**src/lmx_pkg.sv**
```systemverilog
// shared constants for the literal and indirect move execution block
package lmx_pkg;
	// opcode patterns of the 14-bit instruction word
	localparam logic [13:0] LMX_OP_BANK_MASK  = 14'h3fe0;
	localparam logic [13:0] LMX_OP_BANK_VAL   = 14'h0020;
	localparam logic [13:0] LMX_OP_PLAT_MASK  = 14'h3f80;
	localparam logic [13:0] LMX_OP_PLAT_VAL   = 14'h3180;
	localparam logic [13:0] LMX_OP_ACCL_MASK  = 14'h3f00;
	localparam logic [13:0] LMX_OP_ACCL_VAL   = 14'h3000;
	localparam logic [13:0] LMX_OP_FILE_MASK  = 14'h3f80;
	localparam logic [13:0] LMX_OP_FILE_VAL   = 14'h0080;
	localparam logic [13:0] LMX_OP_INDM_MASK  = 14'h3ff8;
	localparam logic [13:0] LMX_OP_INDM_VAL   = 14'h0018;
	localparam logic [13:0] LMX_OP_INDK_MASK  = 14'h3f80;
	localparam logic [13:0] LMX_OP_INDK_VAL   = 14'h3f80;
	// field positions
	localparam int LMX_PTR_SEL_BIT_M = 2;
	localparam int LMX_PTR_SEL_BIT_K = 6;
	localparam int LMX_MODE_LSB      = 0;
	// pointer_update_code encodings
	localparam logic [1:0] LMX_MODE_PREINC  = 2'h0;
	localparam logic [1:0] LMX_MODE_PREDEC  = 2'h1;
	localparam logic [1:0] LMX_MODE_POSTINC = 2'h2;
	localparam logic [1:0] LMX_MODE_POSTDEC = 2'h3;
	// data address of the indirect_data_alias for each pointer
	localparam logic [6:0] LMX_ALIAS0_ADDR = 7'h00;
	localparam logic [6:0] LMX_ALIAS1_ADDR = 7'h01;
	// reset values and the pointer step
	localparam logic [4:0]  LMX_BANK_RST = 5'h00;
	localparam logic [6:0]  LMX_PLAT_RST = 7'h00;
	localparam logic [7:0]  LMX_ACC_RST  = 8'h00;
	localparam logic [15:0] LMX_PTR_RST  = 16'h0000;
	localparam logic [15:0] LMX_ONE      = 16'h0001;
endpackage : lmx_pkg

```
**src/lmx_move_exec.sv**
```systemverilog
// execution of literal, file and indirect store move instructions
`timescale 1ns/1ps

// What this block does
// - bank-select literal load copies 5-bit operand into bank select, flags untouched.
// - program-latch literal load copies 7-bit operand into high latch, flags untouched.
// - accumulator literal load places 8-bit operand into working register, no flags.
// - unused bits of accumulator literal opcode are assembled as zero.
// - accumulator-to-file writes working register to 7-bit file address, flags untouched.
// - indirect store writes accumulator at pointer+1, pointer-1, pointer (post modes) or pointer+signed offset.
// - mode code 00/01/10/11 selects pre-inc, pre-dec, post-inc, post-dec.
// - pointer ends plus one, minus one, or unchanged for relative form.
// - file stores to the alias address are redirected to the pointer's address; indirect stores are not.
// - the 16-bit pointer wraps modulo its full range.
// - pointer update and indirect store alter no status flag.
module lmx_move_exec
	import lmx_pkg::*;
(
	// clock and reset
	input  wire logic        mclk_i,
	input  wire logic        rst_b_i,
	// decoded instruction from fetch
	input  wire logic        instr_valid_i,
	input  wire logic [13:0] instr_i,
	// data memory write port
	output logic             mem_we_o,
	output logic [15:0]      mem_addr_o,
	output logic [7:0]       mem_wdata_o,
	// architectural state, flag write enable and stall
	output logic [7:0]       accumulator_o,
	output logic [4:0]       bank_select_reg_o,
	output logic [6:0]       program_counter_high_latch_o,
	output logic [15:0]      indirect_pointer0_o,
	output logic [15:0]      indirect_pointer1_o,
	output logic             flags_we_o,
	output logic             stall_o
);

	////////////////////////////////////////////////////////////////////////////
	function automatic logic op_match(input logic [13:0] w, input logic [13:0] m, input logic [13:0] v);
		op_match = (w & m) == v;
	endfunction : op_match

	logic [7:0]  accumulator;
	logic [4:0]  bank_select_reg;
	logic [6:0]  program_counter_high_latch;
	logic [15:0] indirect_pointer [2];
	logic        is_bank;
	logic        is_plat;
	logic        is_accl;
	logic        is_file;
	logic        is_indm;
	logic        is_indk;
	logic        ptr_sel;
	logic [1:0]  mode;
	logic [15:0] sel_ptr;
	logic [15:0] ofs;
	logic [15:0] next_ptr;
	logic [15:0] eff_addr;
	logic [15:0] file_addr;

	assign is_bank = instr_valid_i && op_match(instr_i, LMX_OP_BANK_MASK, LMX_OP_BANK_VAL);
	assign is_plat = instr_valid_i && op_match(instr_i, LMX_OP_PLAT_MASK, LMX_OP_PLAT_VAL);
	// only the low byte of this opcode is the literal; the don't-care bits are zero
	assign is_accl = instr_valid_i && op_match(instr_i, LMX_OP_ACCL_MASK, LMX_OP_ACCL_VAL);
	assign is_file = instr_valid_i && op_match(instr_i, LMX_OP_FILE_MASK, LMX_OP_FILE_VAL);
	assign is_indm = instr_valid_i && op_match(instr_i, LMX_OP_INDM_MASK, LMX_OP_INDM_VAL);
	assign is_indk = instr_valid_i && op_match(instr_i, LMX_OP_INDK_MASK, LMX_OP_INDK_VAL);

	////////////////////////////////////////////////////////////////////////////
	// indirect address generation
	always_comb
	begin
		ptr_sel  = is_indk ? instr_i[LMX_PTR_SEL_BIT_K] : instr_i[LMX_PTR_SEL_BIT_M];
		mode     = instr_i[LMX_MODE_LSB +: 2];
		sel_ptr  = indirect_pointer[ptr_sel];
		ofs      = {{10{instr_i[5]}}, instr_i[5:0]};
		next_ptr = sel_ptr;
		eff_addr = sel_ptr;
		if (is_indk)
			eff_addr = sel_ptr + ofs;
		else
		begin
			// 16-bit arithmetic wraps naturally
			case (mode)
				LMX_MODE_PREINC:  next_ptr = sel_ptr + LMX_ONE;
				LMX_MODE_PREDEC:  next_ptr = sel_ptr - LMX_ONE;
				LMX_MODE_POSTINC: next_ptr = sel_ptr + LMX_ONE;
				default:          next_ptr = sel_ptr - LMX_ONE;
			endcase
			eff_addr = (mode[1] == 1'b0) ? next_ptr : sel_ptr;
		end
	end

	// alias addresses in a file store never reach a physical register; indirect stores are not redirected
	always_comb
	begin
		file_addr = {9'h000, instr_i[6:0]};
		if (instr_i[6:0] == LMX_ALIAS0_ADDR)
			file_addr = indirect_pointer[0];
		else if (instr_i[6:0] == LMX_ALIAS1_ADDR)
			file_addr = indirect_pointer[1];
	end

	////////////////////////////////////////////////////////////////////////////
	always_ff @(posedge mclk_i or negedge rst_b_i)
		if (!rst_b_i)
			bank_select_reg <= LMX_BANK_RST;
		else if (is_bank)
			bank_select_reg <= instr_i[4:0];

	always_ff @(posedge mclk_i or negedge rst_b_i)
		if (!rst_b_i)
			program_counter_high_latch <= LMX_PLAT_RST;
		else if (is_plat)
			program_counter_high_latch <= instr_i[6:0];

	always_ff @(posedge mclk_i or negedge rst_b_i)
		if (!rst_b_i)
			accumulator <= LMX_ACC_RST;
		else if (is_accl)
			accumulator <= instr_i[7:0];

	// relative form leaves the pointer alone
	always_ff @(posedge mclk_i or negedge rst_b_i)
		if (!rst_b_i)
		begin
			indirect_pointer[0] <= LMX_PTR_RST;
			indirect_pointer[1] <= LMX_PTR_RST;
		end
		else if (is_indm)
			indirect_pointer[ptr_sel] <= next_ptr;

	// one registered write per store instruction, the cycle after issue
	always_ff @(posedge mclk_i or negedge rst_b_i)
		if (!rst_b_i)
		begin
			mem_we_o    <= 1'b0;
			mem_addr_o  <= 16'h0000;
			mem_wdata_o <= 8'h00;
		end
		else
		begin
			mem_we_o <= is_file || is_indm || is_indk;
			if (is_file)
			begin
				mem_addr_o  <= file_addr;
				mem_wdata_o <= accumulator;
			end
			else if (is_indm || is_indk)
			begin
				mem_addr_o  <= eff_addr;
				mem_wdata_o <= accumulator;
			end
		end

	// no move touches a status flag and none stalls
	always_ff @(posedge mclk_i or negedge rst_b_i)
		if (!rst_b_i)
		begin
			flags_we_o <= 1'b0;
			stall_o    <= 1'b0;
		end
		else
		begin
			flags_we_o <= 1'b0;
			stall_o    <= 1'b0;
		end

	always_ff @(posedge mclk_i or negedge rst_b_i)
		if (!rst_b_i)
		begin
			accumulator_o                <= LMX_ACC_RST;
			bank_select_reg_o            <= LMX_BANK_RST;
			program_counter_high_latch_o <= LMX_PLAT_RST;
			indirect_pointer0_o          <= LMX_PTR_RST;
			indirect_pointer1_o          <= LMX_PTR_RST;
		end
		else
		begin
			accumulator_o                <= accumulator;
			bank_select_reg_o            <= bank_select_reg;
			program_counter_high_latch_o <= program_counter_high_latch;
			indirect_pointer0_o          <= indirect_pointer[0];
			indirect_pointer1_o          <= indirect_pointer[1];
		end

	////////////////////////////////////////////////////////////////////////////
	bank_load_a: assert property (@(posedge mclk_i) disable iff (!rst_b_i)
		is_bank |=> ##1 (bank_select_reg_o == $past(instr_i[4:0], 2)))
		else $error("bank select not loaded");

	plat_load_a: assert property (@(posedge mclk_i) disable iff (!rst_b_i)
		is_plat |=> (program_counter_high_latch == $past(instr_i[6:0])))
		else $error("high latch not loaded");

	acc_load_a: assert property (@(posedge mclk_i) disable iff (!rst_b_i)
		is_accl |=> (accumulator == $past(instr_i[7:0])))
		else $error("accumulator not loaded");

	file_store_a: assert property (@(posedge mclk_i) disable iff (!rst_b_i)
		(is_file && instr_i[6:1] != 6'h00) |=> (mem_we_o && mem_addr_o == {9'h000, $past(instr_i[6:0])}
		&& mem_wdata_o == $past(accumulator)))
		else $error("file store wrong");

	rel_store_a: assert property (@(posedge mclk_i) disable iff (!rst_b_i)
		is_indk |=> (mem_we_o && mem_addr_o == $past(sel_ptr) + $past(ofs)))
		else $error("relative address wrong");

	pre_mode_a: assert property (@(posedge mclk_i) disable iff (!rst_b_i)
		(is_indm && !mode[1]) |=> (mem_addr_o == $past(next_ptr)))
		else $error("preupdate address wrong");

	ptr_update_a: assert property (@(posedge mclk_i) disable iff (!rst_b_i)
		(is_indm && !mode[0] && !ptr_sel) |=> (indirect_pointer[0] == 16'($past(indirect_pointer[0]) + 16'h0001)))
		else $error("pointer increment wrong");

	ptr_wrap_a: assert property (@(posedge mclk_i) disable iff (!rst_b_i)
		(is_indm && mode[0] && !ptr_sel && indirect_pointer[0] == 16'h0000) |=>
		(indirect_pointer[0] == 16'hffff))
		else $error("pointer wrap wrong");

	alias_redirect_a: assert property (@(posedge mclk_i) disable iff (!rst_b_i)
		(is_file && instr_i[6:0] == LMX_ALIAS1_ADDR) |=> (mem_addr_o == $past(indirect_pointer[1])))
		else $error("alias not redirected");

	no_flags_a: assert property (@(posedge mclk_i) disable iff (!rst_b_i)
		instr_valid_i |-> ##1 !flags_we_o ##1 !flags_we_o)
		else $error("status flags touched");

	no_stall_a: assert property (@(posedge mclk_i) disable iff (!rst_b_i)
		(is_file || is_indm || is_indk) |=> (mem_we_o && !stall_o))
		else $error("store not in one cycle");

	////////////////////////////////////////////////////////////////////////////
	// registers must hold when their own load is absent, or a stray decode would go unseen
	bank_keep_a: assert property (@(posedge mclk_i) disable iff (!rst_b_i)
		!is_bank |=> (bank_select_reg == $past(bank_select_reg)))
		else $error("bank select changed");

	plat_keep_a: assert property (@(posedge mclk_i) disable iff (!rst_b_i)
		!is_plat |=> (program_counter_high_latch == $past(program_counter_high_latch)))
		else $error("high latch changed");

	acc_keep_a: assert property (@(posedge mclk_i) disable iff (!rst_b_i)
		!is_accl |=> (accumulator == $past(accumulator)))
		else $error("accumulator changed");

	acc_dontcare_a: assert property (@(posedge mclk_i) disable iff (!rst_b_i)
		(instr_valid_i && instr_i[13:10] == LMX_OP_ACCL_VAL[13:10] && instr_i[9:8] != 2'h0) |=>
		(accumulator == $past(accumulator)))
		else $error("dont care bits taken as literal");

	alias0_redirect_a: assert property (@(posedge mclk_i) disable iff (!rst_b_i)
		(is_file && instr_i[6:0] == LMX_ALIAS0_ADDR) |=> (mem_addr_o == $past(indirect_pointer[0])))
		else $error("alias 0 not redirected");

	rel_keep_a: assert property (@(posedge mclk_i) disable iff (!rst_b_i)
		is_indk |=> (indirect_pointer[0] == $past(indirect_pointer[0])
		&& indirect_pointer[1] == $past(indirect_pointer[1])))
		else $error("relative form moved pointer");

	post_mode_a: assert property (@(posedge mclk_i) disable iff (!rst_b_i)
		(is_indm && mode[1]) |=> (mem_addr_o == $past(sel_ptr)))
		else $error("postupdate address wrong");

	preinc_addr_a: assert property (@(posedge mclk_i) disable iff (!rst_b_i)
		(is_indm && mode == LMX_MODE_PREINC) |=>
		(mem_addr_o == 16'($past(sel_ptr) + 16'h0001)))
		else $error("preincrement address wrong");

	predec_addr_a: assert property (@(posedge mclk_i) disable iff (!rst_b_i)
		(is_indm && mode == LMX_MODE_PREDEC) |=>
		(mem_addr_o == 16'($past(sel_ptr) - 16'h0001)))
		else $error("predecrement address wrong");

	ptr_decr_a: assert property (@(posedge mclk_i) disable iff (!rst_b_i)
		(is_indm && mode[0] && ptr_sel) |=>
		(indirect_pointer[1] == 16'($past(indirect_pointer[1]) - 16'h0001)))
		else $error("pointer decrement wrong");

	ptr_top_wrap_a: assert property (@(posedge mclk_i) disable iff (!rst_b_i)
		(is_indm && !mode[0] && ptr_sel && indirect_pointer[1] == 16'hffff) |=>
		(indirect_pointer[1] == 16'h0000))
		else $error("pointer top wrap wrong");

	ind_data_a: assert property (@(posedge mclk_i) disable iff (!rst_b_i)
		(is_indm || is_indk) |=> (mem_wdata_o == $past(accumulator)))
		else $error("indirect data wrong");

	store_pulse_a: assert property (@(posedge mclk_i) disable iff (!rst_b_i)
		!(is_file || is_indm || is_indk) |=> !mem_we_o)
		else $error("write without store");

	ind_flags_a: assert property (@(posedge mclk_i) disable iff (!rst_b_i)
		(is_indm || is_indk) |=> !flags_we_o)
		else $error("indirect store touched flags");

	// the mirrors trade one cycle of lag for flip-flop driven outputs
	mirror_lag_a: assert property (@(posedge mclk_i) disable iff (!rst_b_i)
		1'b1 |=> (accumulator_o == $past(accumulator) && bank_select_reg_o == $past(bank_select_reg)
		&& indirect_pointer0_o == $past(indirect_pointer[0]) && indirect_pointer1_o == $past(indirect_pointer[1])))
		else $error("state mirror wrong");

	other_ptr_keep_a: assert property (@(posedge mclk_i) disable iff (!rst_b_i)
		(is_indm && !ptr_sel) |=> (indirect_pointer[1] == $past(indirect_pointer[1])))
		else $error("unselected pointer moved");

endmodule : lmx_move_exec

```
**config.mk**
```make
export PLATFORM = sky130hd
export DESIGN_NAME = lmx_move_exec
export DESIGN_NICKNAME = d
export VERILOG_FILES = /design/src/lmx_pkg.sv /design/src/lmx_move_exec.sv
export SDC_FILE = /design/constraint.sdc
export NUM_CORES = 1
export LEC_CHECK = 0
export BUFFER_PORTS_ARGS = -buffer_cell sky130_fd_sc_hd__buf_2
export CORE_MARGIN = 2
export CORE_UTILIZATION = 40
export DETAILED_ROUTE_END_ITERATION = 6
export PLACE_DENSITY = 0.63
export SLEW_MARGIN = 25
export SYNTH_ARGS = -nofsm -noshare
export SYNTH_HDL_FRONTEND = slang
export SYNTH_SLANG_ARGS = --single-unit
```
**constraint.sdc**
```tcl
create_clock -name mclk_i -period 2.9 [get_ports mclk_i]
set_input_delay 0.29 -clock mclk_i [delete_from_list [all_inputs] [get_ports mclk_i]]
set_output_delay 0.29 -clock mclk_i [all_outputs]
set_load 0.01 [all_outputs]
```
Word-level counts from Yosys, hierarchy flattened. Index checks and enable logic that the tools add are counted.

$add $sub $neg: 3. Bitwise operators: 1. Reduce and logical (&&, ||, !) cells: 14. Equal/unequal tests: 8. Order comparisons: 2. Mux-type cells: 17.

Operators by type and width (count): 2-to-1 mux 16 bit (12); bitwise mux 32 bit (1); adder 16 x 1 -> 16 bit (second input constant) (1); adder 16 bit (1); demux 16 bit (select 1 bit) (1); 2-to-1 mux 8 bit (2); subtractor 16 x 1 -> 16 bit (second input constant) (1); == test 7 x 1 -> 1 bit (second input constant) (2); == test 7 bit (second input constant) (2); == test 11 x 2 -> 1 bit (second input constant) (1); == test 9 x 1 -> 1 bit (second input constant) (1); logical AND 1 bit (7); zero test 7 bit (1); == test 6 bit (second input constant) (1); logical OR 1 bit (3); == test 2 bit (second input constant) (1); greater-or-equal comparator 2 bit (second input constant) (1); zero test 2 bit (1); less-than comparator 2 x 1 -> 1 bit (second input constant) (1); NOT 1 -> 2 bit (1); nonzero test 2 bit (1); OR reduction 2 bit (1); 2-to-1 mux 1 bit (1).

Output and inout port bits: 79. Input bits: 17. Register bits after elaboration: 129. Logic and storage cells: 58.

Depth between registers and ports, before layout. Gate-level depths: netlist (run 1).

Depth in word-level cells: 13. Gate-level depth with buffers: 17. Mapped depth without buffers: 17.

Least setup slack after synthesis (run 1). OpenSTA, ideal clock, no wires.

Kind: input -> register. From: input instr_valid_i. To: register indirect_pointer[13] (netlist name). Data required time: 2.784 ns. Stages on the path: 17. Path buffers: 1. Arrival time: 4.014 ns. Path slack: -1.230 ns. Library setup time: 0.116 ns. Cells stage by stage: nand4_1 nor2_1 mux2i_1 clkbuf_1 nor2_1 a21oi_1 inv_1 ha_1 and4b_1 or4_4 a21oi_1 or3_4 a21oi_1 a21oi_1 mux2i_1 nand2_1 o311ai_0.

Longest elaborated chain between the ends: 10. Elaborated cells on any way between the ends: 17. Classes of those cells: add/sub: 2; order compare: 2; mux: 9; bitwise: 1; reduce/logical: 3.

RTL lines: start, declared (RTL line lmx_move_exec.sv:23) `input wire logic instr_valid_i,`; logical AND 1 bit (RTL line lmx_move_exec.sv:68) `assign is_indk = instr_valid_i && op_match(instr_i, LMX_OP_INDK_MASK, LMX_OP_INDK_VAL);`; 2-to-1 mux 1 bit (RTL line lmx_move_exec.sv:74) `ptr_sel = is_indk ? instr_i[LMX_PTR_SEL_BIT_K] : instr_i[LMX_PTR_SEL_BIT_M];`; NOT 1 -> 2 bit (implied by the code) (RTL line lmx_move_exec.sv:76, lmx_move_exec.sv:132); 2-to-1 mux 16 bit (implied by the code) (3 in series) (RTL line lmx_move_exec.sv:76) `sel_ptr = indirect_pointer[ptr_sel];`; subtractor 16 x 1 -> 16 bit or adder 16 x 1 -> 16 bit (tied branches); 2-to-1 mux 16 bit; 2-to-1 mux 16 bit (RTL line lmx_move_exec.sv:80) `if (is_indk)`; bitwise mux 32 bit (RTL line lmx_move_exec.sv:132) `indirect_pointer[ptr_sel] <= next_ptr;`; end signal, assigned by index (RTL line lmx_move_exec.sv:132); end, declared (RTL line lmx_move_exec.sv:47) `logic [15:0] indirect_pointer [2];`.

Several ways; a longest one is shown, not always the timed one. The select of a mux whose other input is x is not followed. A chain may end at the register's enable or synchronous reset.

Worst setup path after layout (run 1).
From: input instr_i[10]. To: register mem_addr_o[13].

Longest elaborated chain between the ends: 13. Elaborated cells on any way between the ends: 21. Classes of those cells: add/sub: 3; eq/ne: 3; mux: 9; bitwise: 1; reduce/logical: 5.

RTL lines: start, declared (RTL line lmx_move_exec.sv:24) `input wire logic [13:0] instr_i,`; == test 7 bit (RTL line lmx_move_exec.sv:41) `op_match = (w & m) == v;`; logical AND 1 bit (RTL line lmx_move_exec.sv:68); 2-to-1 mux 1 bit (RTL line lmx_move_exec.sv:74); NOT 1 -> 2 bit (implied by the code) (RTL line lmx_move_exec.sv:76); 2-to-1 mux 16 bit (implied by the code) (3 in series) (RTL line lmx_move_exec.sv:76); subtractor 16 x 1 -> 16 bit or adder 16 x 1 -> 16 bit (tied branches); 2-to-1 mux 16 bit; 2-to-1 mux 16 bit (RTL line lmx_move_exec.sv:91) `eff_addr = (mode[1] == 1'b0) ? next_ptr : sel_ptr;`; 2-to-1 mux 16 bit (RTL line lmx_move_exec.sv:80); 2-to-1 mux 16 bit (RTL line lmx_move_exec.sv:150) `else if (is_indm || is_indk)`; 2-to-1 mux 16 bit (RTL line lmx_move_exec.sv:145) `if (is_file)`; end signal, assigned (RTL line lmx_move_exec.sv:147) `mem_addr_o <= file_addr;`; end signal, assigned (RTL line lmx_move_exec.sv:152) `mem_addr_o <= eff_addr;`; end, declared (RTL line lmx_move_exec.sv:27) `output logic [15:0] mem_addr_o,`.

Several ways; a longest one is shown, not always the timed one. The select of a mux whose other input is x is not followed.

==> qor.txt, run 1 <==
Worst setup EP type: flip-flop
Design Area, Final: 0.009549 mm^2
Ys Warns: 0
grt total ovfl: 0
Max Cap Viol: 0
Biggest register: indirect_pointer
setup slack after layout: -0.3390 ns
crit path time final: 3.239 ns
post-place setup slack: -0.8912 ns
initial DRC count: 333
status: finished with violations
sequential-to-total area share from yosys stat: 49.22%
post-synthesis simple-gate area fraction: 13.03%
Synth top area share: 49.22%
Synth Area in XOR/XNOR: 3.605%
Vias: 5934
Syn Area/Cell: 10.31 um^2
Setup TNS: -4.866 ns
Post-route DRC: 0
fmax: 308.7 MHz
overall die height: 132.1 um
synth-to-layout area growth: 45.59%
Vias/cell: 5.380
final wirelength: 20600 um
Crit Path Class: input pin to flip-flop
Yosys reg bits: 129
Critical Path Start Type: input pin
die span in x: 132.1 um
post-route clock period utilization: 111.7%
post-synth cell types: 67
compound-cell area share of the yosys netlist: 15.89%
Mapped Cells: 636
CTS tree: done
final core occ: 59.90%
critical path required time: 3.24 ns
Lkg Pwr: 4.796 nW
Top Ports: 96
min-delay worst type: input pin to flip-flop
WL met2: 10160 um
largest family of logic cells by synthesized area: compound AO/OA/AOI/OAI gates
post-synth top area cell: dfrtp_1
adder-cell share of the synthesized area: 6.524%
CTS buffer count: 17
initial antenna violation count: 0
ratio of cells with drive above 1 in the final layout: 43.18%
main flop type after synthesis: dfrtp_1
Routed WL per cell: 18.68 um
IO buf count: 93
total track usage: 24.44%
clk_lat worst skew: 0.43 ns
max reg flops: 32
Critical Path AT: 3.58 ns
final number of hold-violating endpoints: 0
most frequent cells after synthesis: dfrtp_1 (129), nand2_1 (79), o21ai_0 (54)
failing checks: negative setup slack
Post-synth EDFFs: 0
CTS max path bufs: 2
count leader, synth: dfrtp_1
DPL Wire Length: 15400 um
Post-DRT Antenna Nets: 0
setup violators final: 27
Post-synth ARST share: 100.0%
row cnt: 46
Starting Density: 41.14%
first-pass GRT wire length: 32950 um
core area: 0.01594 mm^2
nets@finish: 926
Pre-Repair DR Iteration Count: 5
Met3 Wirelength: 885 um
Cell Area, Synth: 0.006559 mm^2
clk sink count: 129
die area: 0.01744 mm^2
power per cell area: 495.6 mW/mm^2
Crit Path Max Fanout: 6
pins over their slew limit: 0
Rel. slew slack: 57.55%
htree depth: 4
largest net degree at the start of global routing: 58
Overall Power: 4.732 mW
placed standard-cell area: 0.008439 mm^2
diodes inserted: 0
metal1 wirelength: 8702 um
synth top area cells: dfrtp_1 (49%), ha_1 (5.9%), mux2_2 (5.7%)
worst-margin pin slew: 0.6333 ns
Worst VDD drop: 0.0003989 V
Placer Congestion: 0.9618
Clock Skews: 0.01265 ns
post-synthesis mux area share: 8.565%
Root Driver: clkbuf_16
number of global-route vias before repair: 6090
RSZ-0062 raised after global routing: yes
Worst-path clk slew: 0.06 ns
top sig layer: met4
-- path summary, 6_finish.rpt --
| kind | from | end | slack, ns | cells past startpoint |
|---|---|---|---|---|
| max | instr_i[10] | mem_addr_o[13] | -0.34 | 19 |
| min | instr_i[4] | accumulator[4] | 0.26 | 2 |
| max reg2reg | indirect_pointer[1] | mem_addr_o[13] | -0.07 | 15 |
| min reg2reg | program_counter_high_latch[1] | program_counter_high_latch_o[1] | 0.37 | 0 |
| max in group asynchronous | rst_b_i | indirect_pointer[18] | 1.75 | 3 |
| min in group asynchronous | rst_b_i | indirect_pointer[10] | 0.44 | 2 |
-- worst max-delay path, stage by stage --
cell,delay [ns]
buf_6,0.08
nand4_1,0.17
nor2_4,0.20
mux2i_4,0.29
buf_12,0.16
buf_6,0.10
nand2_4,0.05
o21ai_4,0.08
ha_4,0.23
and4_1,0.20
or4_4,0.49
a21oi_2,0.14
or3_4,0.19
a21oi_4,0.08
a21oi_2,0.15
mux2i_2,0.28
buf_4,0.16
a21oi_4,0.05
nor3_2,0.20
-- logic make-up after synthesis --
group	Yosys count
buffers and inverters	51
AO/OA/AOI/OAI	163
adder cells (fa/ha/maj)	33
flip-flops	129
AND/OR/NAND/NOR	180
other	1
multiplexers	52
XOR/XNOR	27
-- report_power, final --
part           switching, mW  internal [mW]
sequential            0.0567           1.90
combinational          0.321          0.279
clock                  0.805           1.37
-- per-stage QoR --
step / instances / hold slack [ns]
floorplan: 637 / -0.005591
global placement: 1057 / 0.3114
CTS: 1101 / 0.2418
finish: 1103 / 0.2649
detailed placement: 1057 / 0.3338
global route: 1103 / 0.2634
-- cell usage in the layout, fill, tap and decap left out, types with 7 or more instances in the layout --
cell and n:
a21oi_1 31, buf_2 87, buf_4 144, buf_6 13, clkbuf_16 17, dfrtp_1 129
ha_1 22, ha_4 8, inv_1 19, mux2_2 28, mux2i_1 14, nand2_1 76
nor2_1 39, o21ai_0 33, o21ai_1 18, xnor2_1 11, xor2_1 7
-- layer usage --
layer / up-vias / global-route usage [%]
li1: 2752 / -
met1: 2951 / 30.32
met2: 175 / 40.91
met3: 56 / 4.729
met4: 0 / 12.02
met5: - / 0
-- timing repair --
action | CTS | global route
endpoints found under the setup margin | 31 | 37
pin swaps | 22 | 28
buffers inserted | 14 | 2
resized for setup | 42 | 35
hold buffers | 1 | 0
hold endpoints to repair | 40 | 0
-- final cells by class --
class	instances	area (um^2)
clock buffers	19	442.9
flip-flops and latches	129	3228
repair buffers	249	1753
well taps	216	270.3
multi-input cells	457	3616
inverters	22	82.58
clock inverters	11	156.4
fillers	1357	6394
No activity file was read; power rests on OpenSTA's default activity.
==> run 2: changes to the inputs <==
RECOVER_POWER = 100   (was not set)
==> run 2 against run 1 <==
- the flow still finishes with violations (negative setup slack)
- combinational power shrank 4.2%
- maximum frequency is essentially flat
- die area is the same
- flip-flop and latch count is the same
- clock skew shrank 0.0021 ns
- worst hold slack lost 0.0026 ns
- cell count is the same
- wire length is essentially flat
- global-route usage is the same
- sequential share of layout area grew 0.50 points
- power shrank 0.51%
- cell area shrank 1.5%
- critical path type unchanged
- largest power group unchanged
==> qor.txt, run 2 (synthesis gave the netlist of run 1 again) <==
crit path time final: 3.240 ns
Finished Layout Cells: 1103
Overall Power: 4.708 mW
Design Area, Final: 0.009409 mm^2
sequential cell area: 0.003228 mm^2
DPL Wire Length: 15400 um
RSZ-0062 raised after global routing: yes
fmax: 308.6 MHz
CTS max path bufs: 2
synth-to-layout area growth: 43.46%
Top Ports: 96
most frequent cells in the layout: buf_4 (136), dfrtp_1 (129), clkbuf_1 (85)
max reg flops: 32
Clock Skews: 0.01050 ns
initial DRC count: 298
die area: 0.01744 mm^2
min-delay worst type: input pin to flip-flop
core area: 0.01594 mm^2
initial antenna violation count: 0
post-route clock period utilization: 111.7%
Crit Path Max Fanout: 6
die span in x: 132.1 um
htree depth: 4
top sig layer: met4
Starting Density: 41.14%
Critical Path Start Type: input pin
Worst VDD drop: 0.0003995 V
final number of hold-violating endpoints: 0
status: finished with violations
largest net degree at the start of global routing: 58
hold path cells: 2
Root Driver: clkbuf_16
Worst setup EP type: flip-flop
Biggest register: indirect_pointer
CTS buffer count: 17
metal1 wirelength: 8691 um
failing checks: negative setup slack
ratio of cells with drive above 1 in the final layout: 33.71%
Vias/cell: 5.345
CTS tree: done
Pre-Repair DR Iteration Count: 5
Buf+Inv Stages, Crit Path: 4
power per cell area: 500.4 mW/mm^2
number of global-route vias before repair: 6090
CP top delay family: simple AND/OR/NAND/NOR gates
IO buf count: 93
Post-DRT Antenna Nets: 0
Vias: 5895
final wirelength: 20600 um
setup slack after layout: -0.3403 ns
post-place setup slack: -0.8912 ns
Critical Path AT: 3.58 ns
overall die height: 132.1 um
Met3 Wirelength: 880 um
clk_lat worst skew: 0.43 ns
first-pass GRT wire length: 32950 um
Rel. slew slack: 19.73%
Inst Count DP: 1057
Max Cap Viol: 0
placed standard-cell area: 0.008439 mm^2
Post-route DRC: 0
multi-input logic area: 0.003616 mm^2
clk sink count: 129
setup violators final: 27
Worst path max stage delay: 0.49 ns
WL met2: 10180 um
row cnt: 46
worst-margin pin slew: 1.204 ns
nets@finish: 926
fill count: 1407
pins over their slew limit: 0
reg2reg path depth: 15
cell count along the critical path: 19
final core occ: 59.02%
critical path required time: 3.24 ns
Lkg Pwr: 4.448 nW
most common cell after layout, fill and taps aside: buf_4
cells along the critical path: buf_6 -> nand4_1 -> nor2_4 -> mux2i_4 -> buf_12 -> buf_6 -> nand2_4 -> o21ai_4 -> ha_4 -> and4_1 -> or4_4 -> a21oi_2 -> or3_4 -> a21oi_4 -> a21oi_2 -> mux2i_2 -> buf_4 -> a21oi_4 -> nor3_2
Placer Congestion: 0.9618
total track usage: 24.44%
Worst-path clk slew: 0.06 ns
diodes inserted: 0
Crit Path Class: input pin to flip-flop
Routed WL per cell: 18.67 um
Critical-path top delay cell: or4_4
grt total ovfl: 0
[run 2: changes by cell type in the layout (fill, tap and decap cells not counted)]
cell and change:
buf_2 -76, buf_12 -1, clkbuf_2 +1, clkbuf_1 +84, buf_4 -8
[run 2: stage by stage]
stage                     TNS [ns]  hold slack [ns]
after floorplan             -10.58        -0.005591
after global placement      -22.02           0.3114
after detailed placement    -24.03           0.3338
after CTS                   -3.452           0.2418
after global routing        -8.815           0.2634
final                       -4.808           0.2622
[run 2: per-layer routing]
metal  vias to the layer above  track usage (%)
li1                       2758                -
met1                      2918            30.32
met2                       165            40.91
met3                        54            4.729
met4                         0            12.02
met5                         -                0
[run 2: cell type report]
type                    instances  area share, %
clock buffers                  19          4.707
clock inverters                11          1.662
inverters                      22         0.8777
multi-input cells             457          38.43
flip-flops and latches        129          34.31
well taps                     216          2.872
repair buffers                249          17.14
[run 2: timing repair]
item	4_1_cts	5_1_grt
gates resized for setup	42	35
pin swaps	22	28
gates cloned	0	0
endpoints found under the setup margin	31	37
setup buffers	14	2
hold endpoints to repair	40	0
hold buffers	1	0
[run 2: report_power, final]
part           switching, mW  internal, mW  leakage, nW
clock                  0.804          1.37        0.282
sequential            0.0585          1.90         1.76
combinational          0.321         0.256         2.41
total                   1.18          3.53         4.45
[run 2: final timing paths]
kind,startpoint,slack (ns),endpoint
max in group asynchronous,rst_b_i,0.46,indirect_pointer[18]
worst min register to register,program_counter_high_latch[1],0.37,program_counter_high_latch_o[1]
worst max-delay path,instr_i[10],-0.34,mem_addr_o[13]
worst min-delay path,instr_i[4],0.26,accumulator[4]
min in group asynchronous,rst_b_i,0.63,indirect_pointer[10]
worst max register to register,indirect_pointer[1],-0.08,mem_addr_o[13]
==> run 3: changes to the inputs <==
CTS_BUF_LIST = sky130_fd_sc_hd__clkbuf_16   (was not set)
==> run 3 against run 2 <==
- the flow still finishes with violations (negative setup slack)
- largest cell class unchanged
- register-to-register slack worse by 0.02 ns
- maximum frequency is 0.72% lower
- worst hold slack better by 0.010 ns
- first-iteration DRC count is 12% higher
- die area stayed put
- power is 0.10% lower
- wire length is 3.2% higher
- non-clock buffer count is 19 higher
- core utilization is 1.9 points higher
==> qor.txt, run 3 (synthesis gave the netlist of run 1 again) <==
status: finished with violations
failing checks: negative setup slack
Critical Path AT: 3.60 ns
critical path required time: 3.24 ns
most used cell, CP: a21oi_4
worst-margin pin slew: 1.215 ns
clk_lat worst skew: 0.43 ns
IO buf count: 93
ratio of cells with drive above 1 in the final layout: 36.53%
total track usage: 24.98%
Biggest register: indirect_pointer
sequential cell area: 0.003228 mm^2
initial DRC count: 333
Worst VDD drop: 0.0003917 V
final number of hold-violating endpoints: 0
core area: 0.01594 mm^2
diodes inserted: 0
Worst setup EP type: flip-flop
Starting Density: 41.14%
grt total ovfl: 0
switching part of the total: 25.38%
cells along the critical path: buf_6 -> nand4_1 -> nor2_4 -> mux2i_4 -> buf_12 -> buf_8 -> a21oi_4 -> inv_2 -> ha_4 -> and4_1 -> or4_4 -> a21oi_2 -> or3_4 -> a21oi_4 -> a21oi_2 -> mux2i_2 -> buf_4 -> a21oi_4 -> nor3_2
DPL Wire Length: 15400 um
die span in x: 132.1 um
initial antenna violation count: 0
crit path time final: 3.264 ns
Placer Congestion: 0.9618
synth-to-layout area growth: 48.02%
most frequent cells in the layout: buf_4 (149), dfrtp_1 (129), clkbuf_1 (84)
Post-DRT Antenna Nets: 0
die area: 0.01744 mm^2
min-delay worst type: input pin to flip-flop
setup violators final: 30
post-route clock period utilization: 112.5%
hold_ws: 0.2723 ns
largest net degree at the start of global routing: 58
Buf+Inv Stages, Crit Path: 5
post-place setup slack: -0.8912 ns
overall die height: 132.1 um
hold path cells: 2
Routed WL per cell: 18.95 um
Sequential Power Share: 41.6%
Reg2Reg Setup Slack: -0.10 ns
htree depth: 4
final wirelength: 21260 um
clock share of power: 45.6%
Vias: 6062
number of global-route vias before repair: 6247
CTS tree: done
Top Ports: 96
row cnt: 46
most common cell after layout, fill and taps aside: buf_4
CTS max path bufs: 2
nets@finish: 945
max reg flops: 32
Critical Path Start Type: input pin
setup slack after layout: -0.3636 ns
Comb pwr share: 12.8%
CTS buffer count: 17
Pre-Repair DR Iteration Count: 5
Crit Path Max Fanout: 6
Clock Skews: 0.01091 ns
Crit Path Class: input pin to flip-flop
Rel. slew slack: 19.02%
Worst path max stage delay: 0.49 ns
Max Cap Viol: 0
cell count along the critical path: 19
multi-input logic area: 0.003746 mm^2
RSZ-0062 raised after global routing: yes
fill count: 1376
CP top delay family: simple AND/OR/NAND/NOR gates
Pint: 3.510 mW
Critical-path top delay cell: or4_4
power per cell area: 484.5 mW/mm^2
Worst-path clk slew: 0.06 ns
Root Driver: clkbuf_16
Post-route DRC: 0
Lkg Pwr: 4.578 nW
Setup TNS: -6.455 ns
switching power: 1.194 mW
fmax: 306.4 MHz
Vias/cell: 5.403
first-pass GRT wire length: 33700 um
reg2reg path depth: 15
clk sink count: 129
pins over their slew limit: 0
## run 3: changes by cell type in the layout (fill, tap and decap cells not counted), moves of 2 or more
cell / before / now
o21ai_2: 4 / 7
buf_6: 13 / 18
xor2_2: 4 / 2
o21ai_0: 33 / 29
buf_4: 136 / 149
ha_4: 8 / 14
ha_1: 22 / 17
nand2_1: 76 / 74
buf_8: 0 / 2
## run 3: layout make-up
class,count,area share (%)
inverters,22,0.8506
clock buffers,17,4.382
repair buffers,268,18.46
clock inverters,13,1.688
multi-input cells,457,38.59
well taps,216,2.784
flip-flops and latches,129,33.25
## run 3: power by group through the flow
| stage | clock network, mW | logic (mW) | registers [mW] |
|---|---|---|---|
| floorplan | 0 | 0.232 | 2.01 |
| global placement | 0 | 0.539 | 1.98 |
| detailed placement | 0 | 0.552 | 1.99 |
| CTS | 2.18 | 0.599 | 1.95 |
| global route | 2.26 | 0.655 | 1.97 |
| finish | 2.14 | 0.603 | 1.96 |
## run 3: final timing paths
kind / startpoint / endpoint
min reg2reg: program_counter_high_latch[1] / program_counter_high_latch_o[1]
max in group asynchronous: rst_b_i / indirect_pointer[18]
max reg2reg: indirect_pointer[1] / mem_addr_o[13]
min in group asynchronous: rst_b_i / indirect_pointer[14]
min: instr_i[4] / accumulator[4]
max: instr_i[10] / mem_addr_o[13]
## run 3: routing by layer
layer  wire length (um)  global-route usage (%)
met1               8927                   30.67
met2              10700                   42.48
met3                773                   4.614
met4                858                   12.02
met5                  0                       0
## run 3: repair_timing
| action | in CTS | in global routing |
|---|---|---|
| hold buffers | 1 | 0 |
| setup buffers | 34 | 4 |
| hold endpoints to repair | 40 | 0 |
| pin swaps | 54 | 43 |
| endpoints found under the setup margin | 31 | 37 |
| resized for setup | 72 | 42 |
## run 3: stage by stage
step           instances  power [mW]  cell area, um^2  util [%]
5_1_grt             1122       4.881             9708     60.89
4_1_cts             1121       4.736             9624     60.37
2_1_floorplan        637       2.238             6741         -
3_3_place_gp        1057       2.524             8439     52.94
6_report            1122       4.704             9708     60.89
3_5_place_dp        1057       2.538             8439     52.94
